--- src/pkg/msr_regs.vh ---
`ifndef MSR_REGS_VH
`define MSR_REGS_VH

// Serial target address of the controller
`define MSR_DEV_ADDR 7'h55

// Internal word addresses, 14 bits wide
`define MSR_ADDR_W 14
`define MSR_ADDR_STATUS 14'h0000
`define MSR_ADDR_CMD 14'h0001
`define MSR_ADDR_MPCW 14'h0385
`define MSR_ADDR_ANGLE 14'h0386
`define MSR_ADDR_SHAPED 14'h0387
`define MSR_ADDR_CURVE 14'h0388
`define MSR_ADDR_SUPPLY 14'h038A
`define MSR_ADDR_CURRENT 14'h038B
`define MSR_ADDR_TACH 14'h038C
`define MSR_ADDR_BEMF 14'h038D

// Status word field positions
`define MSR_ST_MODE_LSB 0
`define MSR_ST_STATE_LSB 8
`define MSR_ST_FAULT_LSB 16
`define MSR_ST_CLAMP_LSB 24
`define MSR_ST_RSVD_BIT 31

// Command register fields
`define MSR_CMD_DIR_BIT 16
`define MSR_DEMAND_MAX 16'h7FFF

// Multipurpose word fields
`define MSR_MP_CODE_LSB 16

// Frame layout: address byte marker bit and data byte count
`define MSR_ADDR_MARK_BIT 7
`define MSR_DATA_BYTES 4

// Reset values
`define MSR_DEMAND_RST 16'h0000
`define MSR_DIR_RST 1'b0
`define MSR_MP_RST 32'h0000_0000

`endif

--- src/logic/msr_sync.v ---
`timescale 1ns/1ps
// Two-flop synchroniser for pin inputs; idle high like the serial lines
module msr_sync #(
    parameter WIDTH = 2
) (
    input wire ref_clk,
    input wire rstn,
    input wire [WIDTH-1:0] din,
    output reg [WIDTH-1:0] dout
);
    reg [WIDTH-1:0] meta_q;

    // First stage feeds only the second stage
    always @(posedge ref_clk or negedge rstn) begin
        if (!rstn) begin
            meta_q <= {WIDTH{1'b1}};
            dout <= {WIDTH{1'b1}};
        end else begin
            meta_q <= din;
            dout <= meta_q;
        end
    end
endmodule

--- src/logic/msr_read_mux.v ---
`timescale 1ns/1ps
`include "msr_regs.vh"
// Builds the 32-bit read word for one internal address
module msr_read_mux (
    input wire [13:0] addr,
    input wire [7:0] control_mode_field,
    input wire [7:0] control_sequence_state,
    input wire [7:0] fault_flags,
    input wire [6:0] clamp_flags,
    input wire [15:0] demand,
    input wire direction,
    input wire [31:0] mp_word,
    input wire [8:0] start_rotor_angle,
    input wire [15:0] start_rotor_speed,
    input wire [15:0] shaped_command_value,
    input wire [1:0] position_detect_result,
    input wire [7:0] windmill_result,
    input wire [15:0] curve_input_value,
    input wire [15:0] supply_voltage,
    input wire [11:0] voltage_demand,
    input wire [15:0] supply_current,
    input wire [31:0] tach_output_frequency,
    input wire [15:0] back_emf_voltage,
    input wire back_emf_valid,
    output reg [31:0] rd_word
);
    // Address decode; unmapped addresses read as zero
    always @* begin
        rd_word = 32'h0000_0000;
        case (addr)
            `MSR_ADDR_STATUS:
                rd_word = {1'b0, clamp_flags, fault_flags,
                    control_sequence_state,
                    control_mode_field};
            `MSR_ADDR_CMD:
                rd_word = {15'h0, direction, demand};
            `MSR_ADDR_MPCW:
                rd_word = mp_word;
            `MSR_ADDR_ANGLE:
                rd_word = {start_rotor_speed, {7{start_rotor_angle[8]}},
                    start_rotor_angle};
            `MSR_ADDR_SHAPED:
                rd_word = {windmill_result, 6'h00, position_detect_result,
                    shaped_command_value};
            `MSR_ADDR_CURVE:
                rd_word = {16'h0000, curve_input_value};
            `MSR_ADDR_SUPPLY:
                rd_word = {4'h0, voltage_demand,
                    supply_voltage};
            `MSR_ADDR_CURRENT:
                rd_word = {16'h0000, supply_current};
            `MSR_ADDR_TACH:
                rd_word = tach_output_frequency;
            `MSR_ADDR_BEMF:
                // Outside closed-loop observer operation (back_emf_valid low) the value reads as zero
                rd_word = {16'h0000, back_emf_valid ? back_emf_voltage :
                    16'h0000};
            default:
                rd_word = 32'h0000_0000;
        endcase
    end
endmodule

--- src/logic/msr_status_port.v ---
`timescale 1ns/1ps
`include "msr_regs.vh"
module msr_status_port #(
    parameter [6:0] DEV_ADDR = `MSR_DEV_ADDR
) (
    input wire ref_clk,
    input wire rstn,
    input wire scl,
    input wire sda_i,
    output wire sda_o,
    output wire sda_oe_n,
    input wire [7:0] control_mode_field,
    input wire [7:0] control_sequence_state,
    input wire [7:0] fault_flags,
    input wire [6:0] clamp_flags,
    input wire [8:0] start_rotor_angle,
    input wire [15:0] start_rotor_speed,
    input wire [15:0] shaped_command_value,
    input wire [1:0] position_detect_result,
    input wire [7:0] windmill_result,
    input wire [15:0] curve_input_value,
    input wire [15:0] supply_voltage,
    input wire [11:0] voltage_demand,
    input wire [15:0] supply_current,
    input wire [31:0] tach_output_frequency,
    input wire [15:0] back_emf_voltage,
    input wire back_emf_valid,
    input wire mp_done,
    output wire [15:0] host_demand,
    output wire host_direction,
    output reg host_cmd_stb,
    output wire [15:0] mp_code,
    output wire [15:0] mp_data,
    output reg mp_stb
);
    localparam [2:0] ST_IDLE = 3'd0;
    localparam [2:0] ST_RX = 3'd1;
    localparam [2:0] ST_ACK = 3'd2;
    localparam [2:0] ST_TX = 3'd3;
    localparam [2:0] ST_MACK = 3'd4;

    // Frame phases: target address, two address bytes, then data bytes
    localparam [2:0] PH_DEV = 3'd0;
    localparam [2:0] PH_ALO = 3'd1;
    localparam [2:0] PH_AHI = 3'd2;
    localparam [2:0] PH_D0 = 3'd3;
    localparam [2:0] PH_D3 = 3'd6;

    wire scl_s;
    wire sda_s;
    wire scl_rise;
    wire scl_fall;
    wire start_det;
    wire stop_det;
    wire [13:0] rd_addr;
    wire [31:0] rd_word;
    wire [31:0] wr_full;

    reg scl_p_q;
    reg sda_p_q;
    reg [2:0] st_q;
    reg [2:0] phase_q;
    reg [3:0] bit_cnt_q;
    reg [7:0] sh_q;
    reg rw_q;
    reg [13:0] addr_q;
    reg [31:0] wdata_q;
    reg [31:0] rdata_q;
    reg sda_low_q;
    reg mack_q;
    reg wr_stb_q;
    reg [31:0] wr_data_q;
    reg [15:0] demand_q;
    reg dir_q;
    reg [31:0] mp_q;

    // Both serial lines come from pins and are synchronised first
    msr_sync #(
        .WIDTH(2)
    ) u_sync (
        .ref_clk(ref_clk),
        .rstn(rstn),
        .din({scl, sda_i}),
        .dout({scl_s, sda_s})
    );

    // Delayed copies of the synchronised lines for edge finding
    always @(posedge ref_clk or negedge rstn) begin
        if (!rstn) begin
            scl_p_q <= 1'b1;
            sda_p_q <= 1'b1;
        end else begin
            scl_p_q <= scl_s;
            sda_p_q <= sda_s;
        end
    end

    assign scl_rise = scl_s & ~scl_p_q;
    assign scl_fall = ~scl_s & scl_p_q;
    // Data moving while the clock is high marks frame boundaries
    assign start_det = scl_s & scl_p_q & sda_p_q & ~sda_s;
    assign stop_det = scl_s & scl_p_q & ~sda_p_q & sda_s;

    // Read address is only sampled when the high address byte completes
    assign rd_addr = {sh_q[6:0], addr_q[6:0]};
    // Bytes arrive low byte first, so the last byte lands on top
    assign wr_full = {sh_q, wdata_q[31:8]};

    msr_read_mux u_mux (
        .addr(rd_addr),
        .control_mode_field(control_mode_field),
        .control_sequence_state(control_sequence_state),
        .fault_flags(fault_flags),
        .clamp_flags(clamp_flags),
        .demand(demand_q),
        .direction(dir_q),
        .mp_word(mp_q),
        .start_rotor_angle(start_rotor_angle),
        .start_rotor_speed(start_rotor_speed),
        .shaped_command_value(shaped_command_value),
        .position_detect_result(position_detect_result),
        .windmill_result(windmill_result),
        .curve_input_value(curve_input_value),
        .supply_voltage(supply_voltage),
        .voltage_demand(voltage_demand),
        .supply_current(supply_current),
        .tach_output_frequency(tach_output_frequency),
        .back_emf_voltage(back_emf_voltage),
        .back_emf_valid(back_emf_valid),
        .rd_word(rd_word)
    );

    // Open-drain data line: only ever pull low, release otherwise
    assign sda_o = 1'b0;
    assign sda_oe_n = ~sda_low_q;

    // Serial frame engine; samples on clock rise, changes data on fall
    always @(posedge ref_clk or negedge rstn) begin
        if (!rstn) begin
            st_q <= ST_IDLE;
            phase_q <= PH_DEV;
            bit_cnt_q <= 4'h0;
            sh_q <= 8'h00;
            rw_q <= 1'b0;
            addr_q <= 14'h0000;
            wdata_q <= 32'h0000_0000;
            rdata_q <= 32'h0000_0000;
            sda_low_q <= 1'b0;
            mack_q <= 1'b0;
            wr_stb_q <= 1'b0;
            wr_data_q <= 32'h0000_0000;
        end else begin
            wr_stb_q <= 1'b0;
            if (start_det) begin
                // Start or repeated start restarts the frame
                st_q <= ST_RX;
                phase_q <= PH_DEV;
                bit_cnt_q <= 4'h0;
                sda_low_q <= 1'b0;
            end else if (stop_det) begin
                st_q <= ST_IDLE;
                sda_low_q <= 1'b0;
            end else begin
                case (st_q)
                    ST_IDLE: begin
                        sda_low_q <= 1'b0;
                    end
                    ST_RX: begin
                        if (scl_rise && bit_cnt_q != 4'h8) begin
                            sh_q <= {sh_q[6:0], sda_s};
                            bit_cnt_q <= bit_cnt_q + 4'h1;
                        end else if (scl_fall && bit_cnt_q == 4'h8) begin
                            bit_cnt_q <= 4'h0;
                            st_q <= ST_ACK;
                            sda_low_q <= 1'b1;
                            case (phase_q)
                                PH_DEV: begin
                                    if (sh_q[7:1] == DEV_ADDR) begin
                                        rw_q <= sh_q[0];
                                    end else begin
                                        // Not addressed: stay off the line
                                        st_q <= ST_IDLE;
                                        sda_low_q <= 1'b0;
                                    end
                                end
                                PH_ALO: begin
                                    if (sh_q[`MSR_ADDR_MARK_BIT]) begin
                                        addr_q[6:0] <= sh_q[6:0];
                                    end else begin
                                        st_q <= ST_IDLE;
                                        sda_low_q <= 1'b0;
                                    end
                                end
                                PH_AHI: begin
                                    if (sh_q[`MSR_ADDR_MARK_BIT]) begin
                                        addr_q[13:7] <= sh_q[6:0];
                                        // Snapshot keeps the four bytes coherent
                                        rdata_q <= rd_word;
                                    end else begin
                                        st_q <= ST_IDLE;
                                        sda_low_q <= 1'b0;
                                    end
                                end
                                PH_D3: begin
                                    // Fourth byte completes the word
                                    wr_data_q <= wr_full;
                                    wr_stb_q <= 1'b1;
                                end
                                3'd3, 3'd4, 3'd5: begin
                                    wdata_q <= wr_full;
                                end
                                default: begin
                                    // Surplus bytes are not acknowledged
                                    st_q <= ST_IDLE;
                                    sda_low_q <= 1'b0;
                                end
                            endcase
                        end
                    end
                    ST_ACK: begin
                        if (scl_fall) begin
                            phase_q <= phase_q + 3'd1;
                            if (phase_q == PH_AHI && rw_q) begin
                                // Hand the line to the first read byte
                                st_q <= ST_TX;
                                sh_q <= rdata_q[7:0];
                                rdata_q <= {8'h00, rdata_q[31:8]};
                                sda_low_q <= ~rdata_q[7];
                            end else begin
                                st_q <= ST_RX;
                                sda_low_q <= 1'b0;
                            end
                        end
                    end
                    ST_TX: begin
                        if (scl_rise) begin
                            bit_cnt_q <= bit_cnt_q + 4'h1;
                        end else if (scl_fall) begin
                            if (bit_cnt_q == 4'h8) begin
                                bit_cnt_q <= 4'h0;
                                st_q <= ST_MACK;
                                sda_low_q <= 1'b0;
                            end else begin
                                sh_q <= {sh_q[6:0], 1'b0};
                                sda_low_q <= ~sh_q[6];
                            end
                        end
                    end
                    ST_MACK: begin
                        if (scl_rise) begin
                            mack_q <= ~sda_s;
                        end else if (scl_fall) begin
                            // Host NACK or fourth byte ends the read
                            if (mack_q && phase_q != PH_D3) begin
                                phase_q <= phase_q + 3'd1;
                                st_q <= ST_TX;
                                sh_q <= rdata_q[7:0];
                                rdata_q <= {8'h00, rdata_q[31:8]};
                                sda_low_q <= ~rdata_q[7];
                            end else begin
                                st_q <= ST_IDLE;
                                sda_low_q <= 1'b0;
                            end
                        end
                    end
                    default: begin
                        st_q <= ST_IDLE;
                        sda_low_q <= 1'b0;
                    end
                endcase
            end
        end
    end

    // Writable words; every other address is read-only and ignored
    always @(posedge ref_clk or negedge rstn) begin
        if (!rstn) begin
            demand_q <= `MSR_DEMAND_RST;
            dir_q <= `MSR_DIR_RST;
            mp_q <= `MSR_MP_RST;
            host_cmd_stb <= 1'b0;
            mp_stb <= 1'b0;
        end else begin
            host_cmd_stb <= 1'b0;
            mp_stb <= 1'b0;
            if (wr_stb_q && addr_q == `MSR_ADDR_CMD) begin
                // Demand above the range saturates rather than wraps
                if (wr_data_q[15]) begin
                    demand_q <= `MSR_DEMAND_MAX;
                end else begin
                    demand_q <= wr_data_q[15:0];
                end
                dir_q <= wr_data_q[`MSR_CMD_DIR_BIT];
                host_cmd_stb <= 1'b1;
            end
            if (wr_stb_q && addr_q == `MSR_ADDR_MPCW) begin
                // A new instruction wins over a same-cycle completion
                mp_q <= wr_data_q;
                mp_stb <= 1'b1;
            end else if (mp_done) begin
                // Completion acknowledged by zeroing the word
                mp_q <= `MSR_MP_RST;
            end
            // Writes to other addresses fall through untouched
        end
    end

    assign host_demand = demand_q;
    assign host_direction = dir_q;
    assign mp_data = mp_q[15:0];
    assign mp_code = mp_q[31:`MSR_MP_CODE_LSB];
endmodule

--- config.mk ---
export PLATFORM = sky130hd
export DESIGN_NAME = msr_status_port
export DESIGN_NICKNAME = d
export VERILOG_FILES = /design/src/logic/msr_sync.v /design/src/logic/msr_read_mux.v /design/src/logic/msr_status_port.v
export VERILOG_INCLUDE_DIRS = /design/src /design/src/pkg
export SDC_FILE = /design/constraint.sdc
export NUM_CORES = 1
export LEC_CHECK = 0
export BUFFER_PORTS_ARGS = -buffer_cell sky130_fd_sc_hd__buf_2
export CORE_AREA = 4 4 148 150
export DETAILED_ROUTE_END_ITERATION = 8
export DIE_AREA = 0 0 152 154
export PLACE_DENSITY = 0.76
export SYNTH_ARGS = -nofsm -noshare
export SYNTH_HDL_FRONTEND = slang
export SYNTH_SLANG_ARGS = --single-unit
--- constraint.sdc ---
create_clock -name ref_clk -period 2.1 [get_ports ref_clk]
set_input_delay 0.105 -clock ref_clk [delete_from_list [all_inputs] [get_ports ref_clk]]
set_output_delay 0.105 -clock ref_clk [all_outputs]
set_load 0.02 [all_outputs]
==> impl_metrics.toml <==
[floorplan]
core_mm2 = 0.02069
ioPinCount = 249
num_rows = 53
die_h_um = 154
die_width_um = 152
die-area_mm2 = 0.02341
start_util = 0.4788

[status]
status = "finished with violations"
violations = "setup timing"

[clocking]
clkLatencyLatePin_ps = 450
htree_levels = 4
path_clk_slew_ps = 80
cts_buffer_depth = 2
cts_tree = "yes"
cts_buffers = 17
cts_sinks = 180
cts-root-buf = "clkbuf_16"

[yosys]
synth_edf_count = 0
synthCells = 1007
synth_ff_type = "dfrtp_1"
syn_area_mm2 = 0.009907
ys_seq_area_frac = 0.4554
synth_top_area_frac = 0.4395
synth_most_common_cell = "dfrtp_1"
synth_common_cells = "dfrtp_1, nand2_1, mux2_2"
yosys_register_bits = 180
synth_cell_types = 75
synth_top_cells_by_area = "dfrtp_1, mux2_2, nand2_1"
synth_area_per_cell_um2 = 9.838
yosys_warnings = 0
async_flop_share = 1.000
synth_top_cell_by_area = "dfrtp_1"

[timing]
grt_setup_unrepaired = "true"
fin_crit_ps = 2272
drv_slew = 0
tightest_slew_ps = 629.4
finalWorstSetupSlack_ps = -171.8
relSlewSlack = 0.5804
final_hold_viol_count = 0
finalCritPeriodShare = 1.082
fin_worst_skew_ps = 14.75
setup_violations = 32
fmax_ghz = 0.4402

[global_routing]
gr-usage-all-layers = 0.3164
antenna_found_initial = 0
overflow = 0
grt_max_degree = 74
grt_pass1_wl_mm = 57.40
grt_pass1_vias = 10060

[finish]
nNetsFinal = 1576
drive_gt1_frac = 0.4584
antennaDiodeCount = 0
syn_to_final_growth_pct = 39.66
post-route-util = 0.6687

[worst_setup_path]
cpPeakStageDelay_ps = 470
path_cells = "or2_4 -> or4_4 -> or3_4 -> a21o_2 -> a2bb2oi_1 -> o21ai_0"
cpMaxStageDelayCell = "dfrtp_2"
crit_fanout = 8
crit_required_ps = 2450
crit_arrival_ps = 2620
cp-start-kind = "register"
path_class = "register to register"
endpoint_kind = "register"

[power]
fin_total_pwr_mw = 8.730
p_per_area_mw_per_mm2 = 630.9
ir_worst_vdd_uv = 473.3
leakage_nw = 6.280

[route]
first_pass_iters = 6
drt_iter0_drc = 1251
vias = 10270
via_per_inst = 6.195
route.detailed.drc = 0
ant_nets = 0
wire_per_inst_um = 23.97
drt-total-wl_mm = 39.74

[placement]
pre_cts_ws_ps = -297.5
port_buffers = 246
hpwl_mm = 28.66
gp_congestion = 0.9979

[worst_hold_path]
hold_path_class = "primary input to register"

[run]
drv_cap = 0
-- path summary, 6_finish.rpt --
| path | end | slack (ps) | from | depth (start not counted) |
|---|---|---|---|---|
| min reg2reg | u_sync.dout[0] | 360 | u_sync.meta_q[0] | 0 |
| max | rdata_q[22] | -170 | addr_q[2] | 6 |
| max in group asynchronous | u_sync.meta_q[1] | 1190 | rstn | 3 |
| max reg2reg | rdata_q[22] | -170 | addr_q[2] | 6 |
| min in group asynchronous | mp_q[18] | 100 | rstn | 2 |
| min | rdata_q[15] | 40 | control_sequence_state[7] | 3 |
-- cells by family (layout without fill, tap and decap cells) --
logic type      Yosys count  count (layout)  synth area share
compound gates          302             302            0.2170
xor+xnor                  1               1         0.0008842
mux                     100             100            0.1108
flops                   180             180            0.4554
buf+inv                  95             470           0.04243
fa+ha+maj                10              10           0.01263
simple gates            318             318            0.1605
other cells               1               2         0.0003785
-- layout by cell type, fill, tap and decap left out, types with 5 or more instances in the layout --
master / Yosys / routed
buf_2: 23 / 246
dfrtp_1: 174 / 169
buf_4: 3 / 139
nand2_1: 124 / 120
mux2_2: 77 / 77
o21ai_0: 74 / 63
nor2_1: 64 / 63
nand2b_1: 39 / 38
a22oi_1: 38 / 37
a22o_1: 25 / 25
mux2i_1: 23 / 23
clkbuf_16: 0 / 22
a21oi_1: 21 / 17
o21ai_2: 11 / 16
nand3_1: 15 / 15
a31oi_1: 17 / 15
buf_12: 0 / 14
o21ai_1: 9 / 13
a222oi_1: 13 / 13
buf_6: 3 / 12
o22ai_1: 17 / 11
inv_1: 13 / 10
o2bb2ai_1: 9 / 9
a2bb2oi_1: 9 / 9
nor2b_1: 11 / 8
a221oi_1: 13 / 8
a31oi_2: 6 / 8
ha_1: 10 / 7
nand3b_1: 6 / 6
o22ai_2: 0 / 6
dfstp_2: 6 / 6
nand4_1: 5 / 5
and3_1: 6 / 5
nor3_1: 8 / 5
dfrtp_2: 0 / 5
dlygate4sd3_1: 0 / 5
-- timing repair --
action,in CTS,in global routing
resized for setup,49,61
buffers inserted,9,10
hold buffers,5,0
hold endpoints to repair,173,0
pin swaps,11,38
endpoints found under the setup margin,69,60
gates cloned,3,7
-- final cells by class --
type	instances	area, um^2
fillers	1550	6854
clock inverters	14	138.9
clock buffers	18	439.2
well taps	275	344.1
flip-flops and latches	180	4518
repair buffers	425	2943
multi-input cells	733	5404
inverters	13	48.80
-- worst max-delay path: cells and delay by family, from the launching register on --
| kind | cells | cell delay (ps) |
|---|---|---|
| DFF | 1 | 470 |
| and+or+nand+nor | 3 | 1060 |
| AOI/OAI and AO/OA | 3 | 660 |
-- report_power, final --
| group | total [mW] | internal, mW | switching, mW |
|---|---|---|---|
| clock network | 3.18 | 1.61 | 1.57 |
| registers | 3.87 | 3.68 | 0.189 |
| logic | 1.69 | 0.772 | 0.914 |
-- registers in the layout, summed over array words and instances, names as in the netlist --
| register | cells |
|---|---|
| mack_q | 1 |
| u_sync.meta_q | 2 |
| sda_p_q | 1 |
| mp_q | 32 |
| mp_stb | 1 |
| addr_q | 14 |
| wr_stb_q | 1 |
| host_direction | 1 |
| st_q | 3 |
| rw_q | 1 |
| sda_low_q | 1 |
| host_demand | 15 |
| wdata_q | 24 |
| host_cmd_stb | 1 |
| phase_q | 3 |
| wr_data_q | 32 |
| sh_q | 8 |
| u_sync.dout | 2 |
| scl_p_q | 1 |
| bit_cnt_q | 4 |
| rdata_q | 32 |
-- layer usage --
metal / part of all wire / GRT usage / up-vias
li1: - / - / 4439
met1: 0.38 / 0.4119 / 5003
met2: 0.47 / 0.5087 / 676
met3: 0.088 / 0.06023 / 154
met4: 0.059 / 0.1584 / 0
met5: 0 / 0 / -
-- through the flow --
step | instances | cell area (um^2) | hold WS, ps | setup TNS (ps)
after floorplan | 1008 | 9955 | -190.6 | -368.9
after global placement | 1593 | 12420 | -2.951 | -1957
after detailed placement | 1593 | 12420 | -1.536 | -3172
after CTS | 1642 | 13370 | 30.19 | -459.5
after global routing | 1658 | 13840 | 70.16 | -5121
final | 1658 | 13840 | 43.73 | -3161
(Power assumes the default switching activity.)
